**src/core/adio_pkg.sv**
```systemverilog
// Constants, field layouts and types shared by the address decode and control glue
package adio_pkg;

  // System clock and timing
  localparam int unsigned CLK_HZ           = 50_000_000;
  localparam int unsigned RST_DELAY_MS     = 300;
  localparam int unsigned RST_DELAY_CYCLES = (CLK_HZ / 1000) * RST_DELAY_MS;

  // Master crystal and derived processor / serial clock
  localparam int unsigned MASTER_CLK_HZ    = 3_686_400;
  localparam int unsigned DIV_RATIO        = 2;
  localparam int unsigned CPU_CLK_HZ       = MASTER_CLK_HZ / DIV_RATIO;

  // Memory map
  localparam logic [15:0] RAM_FIRST        = 16'h0000;
  localparam logic [15:0] RAM_LAST         = 16'h7FFF;
  localparam logic [15:0] IO_FIRST         = 16'h8000;
  localparam logic [15:0] IO_LAST          = 16'h80FF;
  localparam logic [15:0] ROM_FIRST        = 16'h8100;
  localparam logic [15:0] ROM_LAST         = 16'hFFFF;
  localparam logic [7:0]  IO_PAGE          = 8'h80;
  localparam int unsigned IO_BLOCK_SIZE    = 32;
  localparam int unsigned PERIPH_COUNT     = 8;
  localparam int unsigned SEL_LSB          = 5;
  localparam int unsigned SEL_MSB          = 7;

  // Peripheral select indices, ascending 32-address blocks from the page base
  localparam logic [2:0] P_ANALOG_OUT_DAC  = 3'h0;
  localparam logic [2:0] P_MASS_SCALE_DAC  = 3'h1;
  localparam logic [2:0] P_DUAL_PROG_DAC   = 3'h2;
  localparam logic [2:0] P_ADC             = 3'h3;
  localparam logic [2:0] P_RTC             = 3'h4;
  localparam logic [2:0] P_SERIAL_LINK     = 3'h5;
  localparam logic [2:0] P_DIO_GROUP1      = 3'h6;
  localparam logic [2:0] P_DIO_GROUP2      = 3'h7;
  localparam logic [15:0] RTC_FIRST        = 16'h8080;
  localparam logic [15:0] RTC_LAST         = 16'h809F;

  // Register offsets on the plain register port
  localparam logic [3:0] REG_CTRL          = 4'h0;
  localparam logic [3:0] REG_STATUS        = 4'h4;
  localparam logic [3:0] REG_DECODE        = 4'h8;

  // Control register fields
  localparam int unsigned CTRL_TOTAL_PRESSURE_RF_CTRL      = 0;
  localparam int unsigned CTRL_FIL_SEL     = 1;
  localparam int unsigned CTRL_OUTGAS      = 2;
  localparam int unsigned CTRL_EM_EN       = 3;
  localparam int unsigned CTRL_PREAMP      = 4;
  localparam int unsigned CTRL_BEAM_OFF    = 5;
  localparam int unsigned CTRL_WIDTH       = 6;
  localparam logic [7:0]  CTRL_RESET       = 8'h00;

  // Status register fields
  localparam int unsigned ST_EMISSION      = 0;
  localparam int unsigned ST_SUPPLY_GOOD   = 1;
  localparam int unsigned ST_MAIN_LOW      = 2;
  localparam int unsigned ST_SYS_RST_N     = 3;
  localparam int unsigned ST_CPU_CLK       = 4;

  typedef enum logic [1:0] {
    ADIO_RGN_RAM,
    ADIO_RGN_IO,
    ADIO_RGN_ROM
  } adio_region_e;

  typedef enum logic {
    ADIO_RST_HOLD,
    ADIO_RST_RUN
  } adio_rst_state_e;

endpackage : adio_pkg

```
**src/core/adio_clk_div2.sv**
```systemverilog
// Divide-by-two of the synchronously sampled master clock
`timescale 1ns/1ps
`default_nettype none
module adio_clk_div2 (
  input  wire logic clock,
  input  wire logic clk_en,
  input  wire logic rst_n,
  input  wire logic master_clk_in,
  output var  logic div_clk
);

  typedef struct packed {
    logic prev;
    logic div;
  } adio_div_s;

  adio_div_s st_q;
  adio_div_s st_d;

  always_comb begin
    st_d      = st_q;
    st_d.prev = master_clk_in;
    if (master_clk_in && !st_q.prev) begin
      st_d.div = ~st_q.div;
    end
  end

  always_ff @(posedge clock or negedge rst_n) begin
    if (!rst_n) begin
      st_q <= '0;
    end else if (clk_en) begin
      st_q <= st_d;
    end
  end

  assign div_clk = st_q.div;
endmodule : adio_clk_div2
`default_nettype wire

```
**src/core/adio_reset_gen.sv**
```systemverilog
// Power-on and supply-monitor reset with a long release delay
`timescale 1ns/1ps
`default_nettype none
module adio_reset_gen #(
  parameter int unsigned DELAY_CYCLES = adio_pkg::RST_DELAY_CYCLES
) (
  input  wire logic clock,
  input  wire logic clk_en,
  input  wire logic rst_n,
  input  wire logic supply_good,
  output var  logic sys_rst_n
);

  localparam int unsigned CW = $clog2(DELAY_CYCLES + 1);
  localparam logic [CW-1:0] LAST = CW'(DELAY_CYCLES - 1);

  typedef struct packed {
    adio_pkg::adio_rst_state_e state;
    logic [CW-1:0]             cnt;
    logic                      rst_n;
  } adio_rst_s;

  adio_rst_s st_q;
  adio_rst_s st_d;

  always_comb begin
    st_d = st_q;
    case (st_q.state)
      adio_pkg::ADIO_RST_HOLD: begin
        st_d.rst_n = 1'b0;
        if (!supply_good) begin
          st_d.cnt = '0;
        end else if (st_q.cnt == LAST) begin
          st_d.rst_n = 1'b1;
          st_d.state = adio_pkg::ADIO_RST_RUN;
        end else begin
          st_d.cnt = st_q.cnt + CW'(1);
        end
      end
      adio_pkg::ADIO_RST_RUN: begin
        if (!supply_good) begin
          st_d.rst_n = 1'b0;
          st_d.cnt   = '0;
          st_d.state = adio_pkg::ADIO_RST_HOLD;
        end
      end
      default: begin
        st_d = '0;
      end
    endcase
  end

  always_ff @(posedge clock or negedge rst_n) begin
    if (!rst_n) begin
      st_q <= '0;
    end else if (clk_en) begin
      st_q <= st_d;
    end
  end

  assign sys_rst_n = st_q.rst_n;
endmodule : adio_reset_gen
`default_nettype wire

```
**src/core/adio_glue.sv**
```systemverilog
// Address decode, clock divide, reset and relay control glue of the controller board
`timescale 1ns/1ps
`default_nettype none
module adio_glue #(
  parameter int unsigned RST_DELAY_CYCLES = adio_pkg::RST_DELAY_CYCLES
) (
  input  wire logic        clock,
  input  wire logic        clk_en,
  input  wire logic        rst_n,
  input  wire logic [15:0] cpu_addr,
  input  wire logic [3:0]  reg_addr,
  input  wire logic [7:0]  reg_wdata,
  input  wire logic        reg_wr,
  input  wire logic        reg_rd,
  output var  logic [7:0]  reg_rdata,
  input  wire logic        master_clk_in,
  input  wire logic        supply_good,
  input  wire logic        main_power_low,
  input  wire logic        emission_good,
  output var  logic        cpu_clk_out,
  output var  logic        sys_rst_n,
  output var  logic        ram_ce_n,
  output var  logic        io_page_n,
  output var  logic        rom_ce_n,
  output var  logic [7:0]  periph_sel_n,
  output var  logic        total_pressure_rf_out,
  output var  logic        filament_relay_drive,
  output var  logic        outgas_relay_drive,
  output var  logic        electron_multiplier_out,
  output var  logic        preamp_gain_relay_drive,
  output var  logic        beam_blank,
  output var  logic        fil1_status,
  output var  logic        fil2_status
);

  typedef struct packed {
    logic [7:0]                ctrl;
    logic [7:0]                rdata;
    adio_pkg::adio_region_e    region;
    logic [2:0]                periph_idx;
    logic                      ram_ce_n;
    logic                      io_page_n;
    logic                      rom_ce_n;
    logic [7:0]                periph_n;
    logic                      total_pressure_rf_ctrl;
    logic                      fil_relay;
    logic                      outgas_relay;
    logic                      em_out;
    logic                      preamp_relay;
    logic                      beam_blank;
    logic                      fil1;
    logic                      fil2;
  } adio_glue_s;

  localparam adio_glue_s ST_RESET = '{
    ctrl:         adio_pkg::CTRL_RESET,
    rdata:        8'h00,
    region:       adio_pkg::ADIO_RGN_RAM,
    periph_idx:   3'h0,
    ram_ce_n:     1'b1,
    io_page_n:    1'b1,
    rom_ce_n:     1'b1,
    periph_n:     8'hFF,
    total_pressure_rf_ctrl:       ~adio_pkg::CTRL_RESET[adio_pkg::CTRL_TOTAL_PRESSURE_RF_CTRL],
    fil_relay:    ~adio_pkg::CTRL_RESET[adio_pkg::CTRL_FIL_SEL],
    outgas_relay: ~adio_pkg::CTRL_RESET[adio_pkg::CTRL_OUTGAS],
    em_out:       ~adio_pkg::CTRL_RESET[adio_pkg::CTRL_EM_EN],
    preamp_relay: ~adio_pkg::CTRL_RESET[adio_pkg::CTRL_PREAMP],
    beam_blank:   ~adio_pkg::CTRL_RESET[adio_pkg::CTRL_BEAM_OFF],
    fil1:         1'b0,
    fil2:         1'b0
  };

  adio_glue_s st_q;
  adio_glue_s st_d;

  logic       is_ram;
  logic       is_io;
  logic       is_rom;
  logic [2:0] sel_idx;

  // Divided processor and serial clock
  adio_clk_div2 u_clk_div (
    .clock         (clock),
    .clk_en        (clk_en),
    .rst_n         (rst_n),
    .master_clk_in (master_clk_in),
    .div_clk       (cpu_clk_out)
  );

  // Power-on and supply-monitor reset
  adio_reset_gen #(
    .DELAY_CYCLES (RST_DELAY_CYCLES)
  ) u_reset_gen (
    .clock       (clock),
    .clk_en      (clk_en),
    .rst_n       (rst_n),
    .supply_good (supply_good),
    .sys_rst_n   (sys_rst_n)
  );

  // Region decode of the 64K space
  always_comb begin
    is_ram  = (cpu_addr[15] == 1'b0);
    is_io   = (cpu_addr[15:8] == adio_pkg::IO_PAGE);
    is_rom  = cpu_addr[15] && !is_io;
    sel_idx = cpu_addr[adio_pkg::SEL_MSB:adio_pkg::SEL_LSB];
  end

  always_comb begin
    st_d = st_q;

    // Software write of the control bits
    if (reg_wr && reg_addr == adio_pkg::REG_CTRL) begin
      st_d.ctrl = {2'b00, reg_wdata[adio_pkg::CTRL_WIDTH-1:0]};
    end

    // Chip and peripheral selects, all active low
    st_d.ram_ce_n  = !(is_ram && !main_power_low);
    st_d.io_page_n = !is_io;
    st_d.rom_ce_n  = !is_rom;
    st_d.periph_n  = 8'hFF;
    if (is_io) begin
      st_d.periph_n[sel_idx] = 1'b0;
    end
    if (is_ram) begin
      st_d.region = adio_pkg::ADIO_RGN_RAM;
    end else if (is_io) begin
      st_d.region = adio_pkg::ADIO_RGN_IO;
    end else begin
      st_d.region = adio_pkg::ADIO_RGN_ROM;
    end
    st_d.periph_idx = sel_idx;

    // Inverting drivers towards the relays and the RF head
    st_d.total_pressure_rf_ctrl       = ~st_d.ctrl[adio_pkg::CTRL_TOTAL_PRESSURE_RF_CTRL];
    st_d.fil_relay    = ~st_d.ctrl[adio_pkg::CTRL_FIL_SEL];
    st_d.outgas_relay = ~st_d.ctrl[adio_pkg::CTRL_OUTGAS];
    st_d.em_out       = ~st_d.ctrl[adio_pkg::CTRL_EM_EN];
    st_d.preamp_relay = ~st_d.ctrl[adio_pkg::CTRL_PREAMP];
    st_d.beam_blank   = ~st_d.ctrl[adio_pkg::CTRL_BEAM_OFF];

    // Emission status shown only on the indicator of the filament in use
    st_d.fil1 = emission_good && !st_q.ctrl[adio_pkg::CTRL_FIL_SEL];
    st_d.fil2 = emission_good && st_q.ctrl[adio_pkg::CTRL_FIL_SEL];

    // Read data stand for the one cycle after the read strobe
    st_d.rdata = 8'h00;
    if (reg_rd) begin
      case (reg_addr)
        adio_pkg::REG_CTRL: begin
          st_d.rdata = st_q.ctrl;
        end
        adio_pkg::REG_STATUS: begin
          st_d.rdata[adio_pkg::ST_EMISSION]    = emission_good;
          st_d.rdata[adio_pkg::ST_SUPPLY_GOOD] = supply_good;
          st_d.rdata[adio_pkg::ST_MAIN_LOW]    = main_power_low;
          st_d.rdata[adio_pkg::ST_SYS_RST_N]   = sys_rst_n;
          st_d.rdata[adio_pkg::ST_CPU_CLK]     = cpu_clk_out;
        end
        adio_pkg::REG_DECODE: begin
          st_d.rdata = {3'b000, st_q.periph_idx, st_q.region};
        end
        default: begin
          st_d.rdata = 8'h00;
        end
      endcase
    end
  end

  always_ff @(posedge clock or negedge rst_n) begin
    if (!rst_n) begin
      st_q <= ST_RESET;
    end else if (clk_en) begin
      st_q <= st_d;
    end
  end

  assign reg_rdata               = st_q.rdata;
  assign ram_ce_n                = st_q.ram_ce_n;
  assign io_page_n               = st_q.io_page_n;
  assign rom_ce_n                = st_q.rom_ce_n;
  assign periph_sel_n            = st_q.periph_n;
  assign total_pressure_rf_out   = st_q.total_pressure_rf_ctrl;
  assign filament_relay_drive    = st_q.fil_relay;
  assign outgas_relay_drive      = st_q.outgas_relay;
  assign electron_multiplier_out = st_q.em_out;
  assign preamp_gain_relay_drive = st_q.preamp_relay;
  assign beam_blank              = st_q.beam_blank;
  assign fil1_status             = st_q.fil1;
  assign fil2_status             = st_q.fil2;
endmodule : adio_glue
`default_nettype wire

```
**config.mk**
```make
export PLATFORM = sky130hd
export DESIGN_NAME = adio_glue
export DESIGN_NICKNAME = d
export VERILOG_FILES = /design/src/core/adio_pkg.sv /design/src/core/adio_clk_div2.sv /design/src/core/adio_reset_gen.sv /design/src/core/adio_glue.sv
export SDC_FILE = /design/constraint.sdc
export NUM_CORES = 1
export LEC_CHECK = 0
export ABC_CLOCK_PERIOD_IN_PS = 3400
export BUFFER_PORTS_ARGS = -buffer_cell sky130_fd_sc_hd__buf_2
export CAP_MARGIN = 25
export CORE_MARGIN = 4
export CORE_UTILIZATION = 45
export DETAILED_ROUTE_END_ITERATION = 7
export PLACE_DENSITY = 0.7
export SYNTH_ARGS = -nofsm -noshare
export SYNTH_HDL_FRONTEND = slang
export SYNTH_SLANG_ARGS = --single-unit
```
**constraint.sdc**
```tcl
create_clock -name clock -period 3.4 [get_ports clock]
set_clock_uncertainty 0.05 [all_clocks]
set_input_delay 0.17 -clock clock [delete_from_list [all_inputs] [get_ports clock]]
set_output_delay 0.17 -clock clock [all_outputs]
set_load 0.05 [all_outputs]
```
==> results.yml, run 1 <==
run_status:
  status: "complete, no violations"
grt:
  track_usage: 0.166
  grt_overflow_total: 0
  grt_max_degree: 31
  grt_pass1_vias: 2566
  antenna_found_initial: 0
  grt_pass1_wl_mm: 11.8
worst_setup_path:
  crit_type: "reg2reg"
  cp.arrival_ns: 2.43
  path_cells: "ha_1 > nand2_1 > or4_4 > o21ai_4 > o21ai_0 > o41ai_1"
  cp.buffers_inverters: 0
  crit_path_max_fanout: 25
  timing.rr.end: "u_reset_gen.st_q[24]$_DFFE_PN0P_"
  reg2reg_depth: 6
  critPathLaunchType: "flip-flop"
  r2r_start: "u_reset_gen.st_q[1]$_DFFE_PN0P_"
  cp_slowest_cell: "or4_4"
  r2r_setup_slack_ns: 1.13
  cp-end-kind: "flip-flop"
  required_ns: 3.57
  cpPeakStageDelay_ns: 0.59
  cpLargestDelayFamily: "simple AND/OR/NAND/NOR gates"
yosys:
  synth_cell_types: 49
  ys.warnings.count: 0
  synth_area_um2: 3390
  ys.flop_type: "dfrtp_1"
  postSynth.asyncResetShare: 1.00
  ys_seq_elements: 64
  synth_edf_count: 0
  syn_area_per_cell_um2: 9.70
  synthCells: 349
  yosysSeqAreaShare: 0.479
finish:
  final_common_cell: "buf_2"
  fin_nets: 428
  n_antenna_cell: 0
  fill_cells: 699
  fin_util: 0.521
  mostFrequentLayoutCells: "buf_2, dfrtp_1, nor2_1"
  drive_gt1_frac: 0.286
  syn2layout_area_growth_pct: 12.2
power:
  p_leak_nw: 1.60
  pwr-share-seq: 0.501
  clock_power_share: 0.317
  p_int_mw: 1.19
  switching_power_uw: 539
  power_frac_comb: 0.183
  ir_worst_vdd_uv: 149
  p_per_area_nw_per_um2: 455
  p_total_mw: 1.73
  switching_share: 0.312
place:
  io_buffers: 56
  routabilityCongestion: 0.830
  place_ws_ns: 1.13
  hpwlAfterDp_mm: 5.17
cts:
  cts_sinks: 64
  cts_resized: 0
  clk_pin_slew_ns: 0.07
  clock_path_buffers: 2
  cts_tree: "built"
  cts-buffers-inserted: 9
  h-tree-depth: 3
  cts_root_buffer: "clkbuf_8"
  insertion_delay_ns: 0.33
floorplan:
  initial_core_util: 0.464
  die-area_um2: 8980
  die_h_um: 94.7
  num_rows: 31
  die_w_um: 94.7
  core-area_um2: 7290
  io_pins: 66
flow_run:
  maxCapViolations: 0
detailed_routing:
  dr.pass1.iters: 4
  first_iter_violations: 132
  routedWlPerCell_um: 14.7
  drt_wl_total_mm: 7.24
  viasPerCell: 5.57
  drtAntennaViolNets: 0
  drc_errors: 0
  vias: 2752
timing:
  hold_viol: 0
  finalSetupViolCount: 0
  worstMarginPinSlew_ns: 0.965
  min_period_over_period: 0.667
  slew_viol_final: 0
  rsz0062_at_grt: "false"
  relSlewSlack: 0.352
  setup_tns_ns: 0
  fmax_mhz: 441
  worst_slack_ns: 1.13
  fin_crit_ns: 2.27
worst_hold_path:
  hold_path_end: "st_q[33]$_DFFE_PN0P_"
  min_path_type: "in2reg"
  hold_depth: 2
  min-delay-start: "reg_wdata[1]"
how the worst max path moves through the flow:
stage | start | end | slack [ns] | depth (start not counted)
after floorplan | u_reset_gen.st_q[1]$_DFFE_PN0P_ | u_reset_gen.st_q[11]$_DFFE_PN0P_ | 1.47 | 7
after detailed placement | u_reset_gen.st_q[1]$_DFFE_PN0P_ | u_reset_gen.st_q[13]$_DFFE_PN0P_ | 1.13 | 6
after global placement | u_reset_gen.st_q[1]$_DFFE_PN0P_ | u_reset_gen.st_q[24]$_DFFE_PN0P_ | 1.19 | 6
after CTS | u_reset_gen.st_q[1]$_DFFE_PN0P_ | u_reset_gen.st_q[9]$_DFFE_PN0P_ | 1.13 | 6
final | u_reset_gen.st_q[1]$_DFFE_PN0P_ | u_reset_gen.st_q[24]$_DFFE_PN0P_ | 1.13 | 6
after global routing | u_reset_gen.st_q[7]$_DFFE_PN0P_ | u_reset_gen.st_q[18]$_DFFE_PN0P_ | 0.89 | 4
cell usage after synthesis, types with 2 or more instances:
library cell	count	area [µm²]
o22ai_1	6	37.5
nand4_1	8	50.1
nand3_1	16	80.1
a21oi_1	11	55.1
dfrtp_1	47	1180
mux2_2	15	169
o31ai_1	11	82.6
nor4b_1	6	52.6
o21a_1	2	15.0
nor2_1	33	124
nor2b_1	2	12.5
and2_1	5	31.3
o21ai_1	3	15.0
clkbuf_1	12	45.0
and3_1	2	12.5
buf_4	16	120
buf_2	2	10.0
nor3_1	5	25.0
o21ai_0	29	145
nand2_1	28	105
a31oi_1	9	56.3
buf_6	2	22.5
o41ai_1	5	43.8
inv_1	15	56.3
dfstp_2	17	447
a41oi_1	6	52.6
mux2i_1	12	120
nor4_1	3	18.8
state kept, by name (all words and copies together), names as in the netlist:
register	flops
beam_blank	1
electron_multiplier_out	1
fil1_status	1
fil2_status	1
filament_relay_drive	1
io_page_n	1
outgas_relay_drive	1
periph_sel_n	8
preamp_gain_relay_drive	1
ram_ce_n	1
reg_rdata	6
rom_ce_n	1
st_q	11
total_pressure_rf_out	1
u_clk_div.div_clk	1
u_clk_div.st_q	1
u_reset_gen.st_q	25
u_reset_gen.sys_rst_n	1
routing by layer:
metal,share of wire,wire [µm],track usage,vias to the layer above
li1,-,-,-,1344
met1,0.45,3240,0.221,1317
met2,0.47,3410,0.261,82
met3,0.070,509,0.0430,9
met4,0.011,83,0.0613,0
met5,0,0,0,-
through the flow:
stage | cell area (µm²) | hold slack, ns | instances
after CTS | 3800 | 0.00986 | 494
final | 3800 | 0.0354 | 494
after detailed placement | 3600 | 0.0742 | 475
after global placement | 3600 | 0.0697 | 475
after global routing | 3800 | 0.0199 | 494
after floorplan | 3390 | -0.176 | 350
cell type report:
type | instances | area, µm² | share of cell area
Timing Repair Buffer | 62 | 333 | 0.0876
Clock inverter | 6 | 36.3 | 0.00956
Inverter | 15 | 56.3 | 0.0148
Sequential cell | 64 | 1620 | 0.427
Multi-Input combinational cell | 238 | 1500 | 0.394
Tap cell | 99 | 124 | 0.0326
Clock buffer | 10 | 128 | 0.0336
power groups by stage:
stage | Sequential [mW] | Combinational (mW) | Clock (mW)
after CTS | 0.867 | 0.319 | 0.570
after global placement | 0.878 | 0.311 | 0
final | 0.865 | 0.316 | 0.547
after floorplan | 0.974 | 0.135 | 0
after detailed placement | 0.881 | 0.316 | 0
after global routing | 0.873 | 0.342 | 0.601
repair_timing:
action                                 in CTS  in global routing
buffers inserted                            0                  0
hold buffers                                3                  0
endpoints found under the hold margin      12                  0
cell families after synthesis:
kind of cell	synth area share
xor gates and xnor gates	0.00259
muxes	0.0854
and+or+nand+nor	0.180
AOI/OAI and AO/OA	0.169
other	0.00111
buffers and inverters	0.0795
DFF	0.479
adders and majority gates	0.00369
Note: power is estimated with default switching activity, not from simulation.
==> inputs of run 2 (changes only) <==
- ABC_CLOCK_PERIOD_IN_PS: 3400 -> 2100
- clock period: 3.4 -> 2.1 ns (I/O delays scaled with it)
==> run 2 against run 1 <==
Cell count is 5.9% higher; highest routed layer unchanged; largest power group unchanged; power is 84% higher; critical endpoint is now u_reset_gen.st_q[20]$_DFFE_PN0P_; non-clock buffer count is 29 higher.
==> results.yml, run 2 (same netlist as run 1, synthesis figures left out) <==
timing:
  fmax_mhz: 511
  fin_crit_ns: 1.96
  slew_viol_final: 0
  finalSetupViolCount: 0
  worstMarginPinSlew_ns: 0.503
  hold_viol: 0
  min_period_over_period: 0.931
  relSlewSlack: 0.665
worst_setup_path:
  path_cells: "ha_2 > nand2_1 > or4_4 > o21a_4 > nand2_4 > o41ai_1"
  required_ns: 2.27
  crit_path_max_fanout: 16
  cp-end-kind: "flip-flop"
  r2r_start: "u_reset_gen.st_q[1]$_DFFE_PN0P_"
  critPathLaunchType: "flip-flop"
  cp_slowest_cell: "or4_4"
  cpPeakStageDelay_ns: 0.57
  crit_type: "reg2reg"
  cp.arrival_ns: 2.12
  cp-startpoint: "u_reset_gen.st_q[1]$_DFFE_PN0P_"
flow_run:
  maxCapViolations: 0
finish:
  n_antenna_cell: 0
  fill_cells: 683
  drive_gt1_frac: 0.309
  mostFrequentLayoutCells: "buf_2, dfrtp_1, nor2_1"
  final_common_cell: "buf_2"
  largest_reg_flops: 25
  syn2layout_area_growth_pct: 21.9
  fin_nets: 457
  stdcell_count: 523
  top_register: "u_reset_gen.st_q"
floorplan:
  core-area_um2: 7290
  num_rows: 31
  initial_core_util: 0.464
  die_h_um: 94.7
  io_pins: 66
  die_w_um: 94.7
  die-area_um2: 8980
power:
  p_per_area_nw_per_um2: 770
  p_total_mw: 3.18
  p_leak_nw: 1.76
  ir_worst_vdd_uv: 363
cts:
  cts-buffers-inserted: 9
  cts_tree: "built"
  clk_pin_slew_ns: 0.08
  cts_sinks: 64
  cts_root_buffer: "clkbuf_8"
  insertion_delay_ns: 0.34
  h-tree-depth: 3
  clock_path_buffers: 2
worst_hold_path:
  min_path_type: "in2reg"
  min-delay-start: "reg_addr[0]"
grt:
  grt_overflow_total: 0
  grt_pass1_vias: 2773
  grt_max_degree: 65
  track_usage: 0.193
  antenna_found_initial: 0
  grt_pass1_wl_mm: 13.5
place:
  routabilityCongestion: 0.863
  io_buffers: 56
  dp_cells: 489
  hpwlAfterDp_mm: 5.41
detailed_routing:
  drtAntennaViolNets: 0
  viasPerCell: 5.50
  drt_wl_total_mm: 8.17
  drc_errors: 0
  dr.pass1.iters: 4
  routedWlPerCell_um: 15.6
  vias: 2876
  first_iter_violations: 166
run_status:
  status: "complete, no violations"
run 2: changes by cell type in the layout (fill, tap and decap cells not counted), moves of 2 or more:
cell,previous run,this run
clkinvlp_4,1,3
buf_4,3,18
bufinv_16,0,2
clkinv_2,4,0
dlygate4sd3_1,3,16
run 2: routing by layer:
layer  up-vias  GRT usage  wire, µm
met4         0     0.0877       160
met5         -          0         0
met3        11     0.0446       445
met1      1389      0.245      3620
met2        80      0.311      3940
li1       1396          -         -
run 2: final timing paths:
path,depth (start not counted),slack [ns],end
setup reg to reg,6,0.14,u_reset_gen.st_q[20]$_DFFE_PN0P_
min in group asynchronous,3,0.25,u_reset_gen.st_q[4]$_DFFE_PN0P_
hold reg to reg,2,0.44,ram_ce_n$_DFFE_PN1P_
max in group asynchronous,3,1.42,outgas_relay_drive$_DFFE_PN1P_
hold / removal,4,0.02,reg_rdata[5]$_DFFE_PN0P_
setup / recovery,6,0.14,u_reset_gen.st_q[20]$_DFFE_PN0P_
run 2: timing repair:
| item | CTS | global route |
|---|---|---|
| resized for setup | 0 | 1 |
| hold buffers | 16 | 0 |
| buffers inserted | 0 | 2 |
| endpoints found under the setup margin | 0 | 17 |
| endpoints found under the hold margin | 63 | 0 |
run 2: per-stage QoR:
stage | setup slack [ns] | area, µm² | utilization | TNS (ns) | hold slack, ns
detailed placement | 0.117 | 3720 | 0.510 | 0 | 0.0987
CTS | 0.0992 | 4110 | 0.564 | 0 | 0.00522
global route | -0.0101 | 4130 | 0.566 | -0.0101 | 0.0684
finish | 0.144 | 4130 | 0.566 | 0 | 0.0188
floorplan | 0.166 | 3390 | - | 0 | -0.241
global placement | 0.167 | 3720 | 0.510 | 0 | 0.0982
run 2: report_power, final:
group / total, mW / switching, mW / internal, mW
sequential: 1.41 / 0.0643 / 1.34
clock: 1.22 / 0.513 / 0.704
combinational: 0.558 / 0.363 / 0.195
total: 3.18 / 0.940 / 2.24
run 2: cell type report:
cell class / count / area (µm²) / area share
Clock buffer: 10 / 138 / 0.0333
Clock inverter: 6 / 91.3 / 0.0221
Inverter: 15 / 56.3 / 0.0136
Multi-Input combinational cell: 238 / 1500 / 0.363
Sequential cell: 64 / 1620 / 0.393
Tap cell: 99 / 124 / 0.0300
Timing Repair Buffer: 91 / 596 / 0.144
run 2: worst max-delay path, delay by kind of cell, from the launching register on:
kind            cells  cell delay (ns)
compound gates      2             0.35
fa+ha+maj           1             0.22
flops               1             0.38
simple gates        3             0.84
==> inputs of run 3 (changes only) <==
--- a/config.mk
+++ b/config.mk
@@ -12,4 +12,5 @@
 export CORE_UTILIZATION = 45
 export DETAILED_ROUTE_END_ITERATION = 7
+export HOLD_SLACK_MARGIN = 0.1
 export PLACE_DENSITY = 0.7
 export SYNTH_ARGS = -nofsm -noshare
--- a/constraint.sdc
+++ b/constraint.sdc
@@ -3,3 +3,3 @@
 set_input_delay 0.105 -clock clock [delete_from_list [all_inputs] [get_ports clock]]
 set_output_delay 0.105 -clock clock [all_outputs]
-set_load 0.05 [all_outputs]
+set_load 0.1 [all_outputs]
==> run 3 against run 2 <==
Worst setup slack barely moved; final area rose by 0.73%; global-route usage rose by 0.10 points; utilization grew 0.41 points; sequential share of layout area decreased by 0.28 points; combinational power is 35% higher; first-iteration DRC count grew 24%; routed wire length rose by 0.27%; largest power group unchanged; sequential cell count did not move; critical path depth stayed put.
==> results.yml, run 3 (same netlist as run 1, synthesis figures left out) <==
worst_setup_path:
  cp-startpoint: "u_reset_gen.st_q[1]$_DFFE_PN0P_"
  cp-end-kind: "flip-flop"
  r2r_setup_slack_ns: 0.14
  crit_type: "reg2reg"
  required_ns: 2.26
  r2r_start: "u_reset_gen.st_q[1]$_DFFE_PN0P_"
  cp-endpoint: "u_reset_gen.st_q[20]$_DFFE_PN0P_"
  critPathLaunchType: "flip-flop"
  reg2reg_depth: 6
  cp.arrival_ns: 2.12
  timing.rr.end: "u_reset_gen.st_q[20]$_DFFE_PN0P_"
  crit_path_max_fanout: 16
place:
  routabilityCongestion: 0.863
  hpwlAfterDp_mm: 5.41
  postPlaceCellArea_um2: 3720
  io_buffers: 56
  dp_cells: 489
worst_hold_path:
  min_path_type: "in2reg"
cts:
  clk_pin_slew_ns: 0.07
  cts_root_buffer: "clkbuf_8"
  cts_tree: "built"
  clock_path_buffers: 2
  h-tree-depth: 3
  insertion_delay_ns: 0.34
  cts_sinks: 64
  cts-buffers-inserted: 9
grt:
  track_usage: 0.194
  grt_overflow_total: 0
  antenna_found_initial: 0
  grt_max_degree: 65
  grt_pass1_wl_mm: 13.6
  grt_pass1_vias: 2783
timing:
  relSlewSlack: 0.652
  fin_crit_ns: 1.96
  min_period_over_period: 0.931
  worstMarginPinSlew_ns: 0.518
  fmax_mhz: 511
  finalSetupViolCount: 0
  hold_viol: 0
  slew_viol_final: 0
floorplan:
  io_pins: 66
  die-area_um2: 8980
  core-area_um2: 7290
  die_h_um: 94.7
  die_w_um: 94.7
  initial_core_util: 0.464
  num_rows: 31
detailed_routing:
  drtAntennaViolNets: 0
  drt_wl_total_mm: 8.19
  first_iter_violations: 206
  drc_errors: 0
  dr.pass1.iters: 4
  routedWlPerCell_um: 15.6
  viasPerCell: 5.57
  vias: 2930
finish:
  syn2layout_area_growth_pct: 22.8
  stdcell_count: 526
  n_antenna_cell: 0
  fin_nets: 460
  mostFrequentLayoutCells: "buf_2, dfrtp_1, nor2_1"
  drive_gt1_frac: 0.307
  top_register: "u_reset_gen.st_q"
  largest_reg_flops: 25
  final_common_cell: "buf_2"
  design_area_um2: 4160
power:
  p_leak_nw: 1.77
  p_per_area_nw_per_um2: 811
  ir_worst_vdd_uv: 379
flow_run:
  maxCapViolations: 0
run_status:
  status: "complete, no violations"
run 3: cell count changes in the layout (fill, tap and decap cells not counted), sizes merged:
cell         before  now
dlygate4sd3      16   19
run 3: cell type report:
| class | count | area (µm²) |
|---|---|---|
| timing repair buffer | 94 | 626 |
| clock buffer | 10 | 138 |
| clock inverter | 6 | 91.3 |
| tap | 99 | 124 |
| inverter | 15 | 56.3 |
| sequential | 64 | 1620 |
| fill | 683 | 3130 |
| multi-input combinational | 238 | 1500 |
run 3: worst min-delay path by stage:
stage / from / to / slack [ns] / cells after the start
2_1_floorplan: rst_n / fil1_status$_DFFE_PN0P_ / -0.24 / 0
3_3_place_gp: rst_n / reg_rdata[1]$_DFFE_PN0P_ / 0.1 / 2
3_5_place_dp: rst_n / st_q[20]$_DFFE_PN0P_ / 0.1 / 2
4_1_cts: cpu_addr[14] / periph_sel_n[3]$_DFFE_PN1P_ / 0.12 / 4
5_1_grt: cpu_addr[14] / periph_sel_n[3]$_DFFE_PN1P_ / 0.13 / 4
6_report: cpu_addr[13] / periph_sel_n[3]$_DFFE_PN1P_ / 0.13 / 4
run 3: what timing repair did:
item | 4_1_cts | 5_1_grt
gates resized for setup | 0 | 1
endpoints found under the hold margin | 93 | 0
hold buffers | 19 | 0
buffers inserted | 0 | 2
setup endpoints to repair | 0 | 17
run 3: through the flow:
step / hold WS [ns] / setup WS (ns) / utilization / total power, mW / TNS [ns]
final: 0.130 / 0.144 / 0.570 / 3.37 / 0
after detailed placement: 0.0987 / 0.117 / 0.510 / 2.14 / 0
after floorplan: -0.241 / 0.166 / - / 1.99 / 0
after global placement: 0.0982 / 0.167 / 0.510 / 2.13 / 0
after global routing: 0.131 / -0.0101 / 0.570 / 3.52 / -0.0101
after CTS: 0.121 / 0.0992 / 0.568 / 3.39 / 0
run 3: worst max-delay path: stages (launching register included):
cell	delay, ns
dfrtp_1	0.38
ha_2	0.22
nand2_1	0.08
or4_4	0.57
o21a_4	0.24
nand2_4	0.19
o41ai_1	0.11
run 3: layer usage:
layer / wire length, µm / track usage / share of wire
met4: 141 / 0.0877 / 0.017
met5: 0 / 0 / 0
met2: 4020 / 0.313 / 0.49
met3: 492 / 0.0454 / 0.060
met1: 3540 / 0.246 / 0.43
run 3: power by group:
| part | switching, mW | internal [mW] | leakage, nW |
|---|---|---|---|
| clock | 0.511 | 0.704 | 0.105 |
| combinational | 0.555 | 0.196 | 0.850 |
| sequential | 0.0643 | 1.34 | 0.810 |
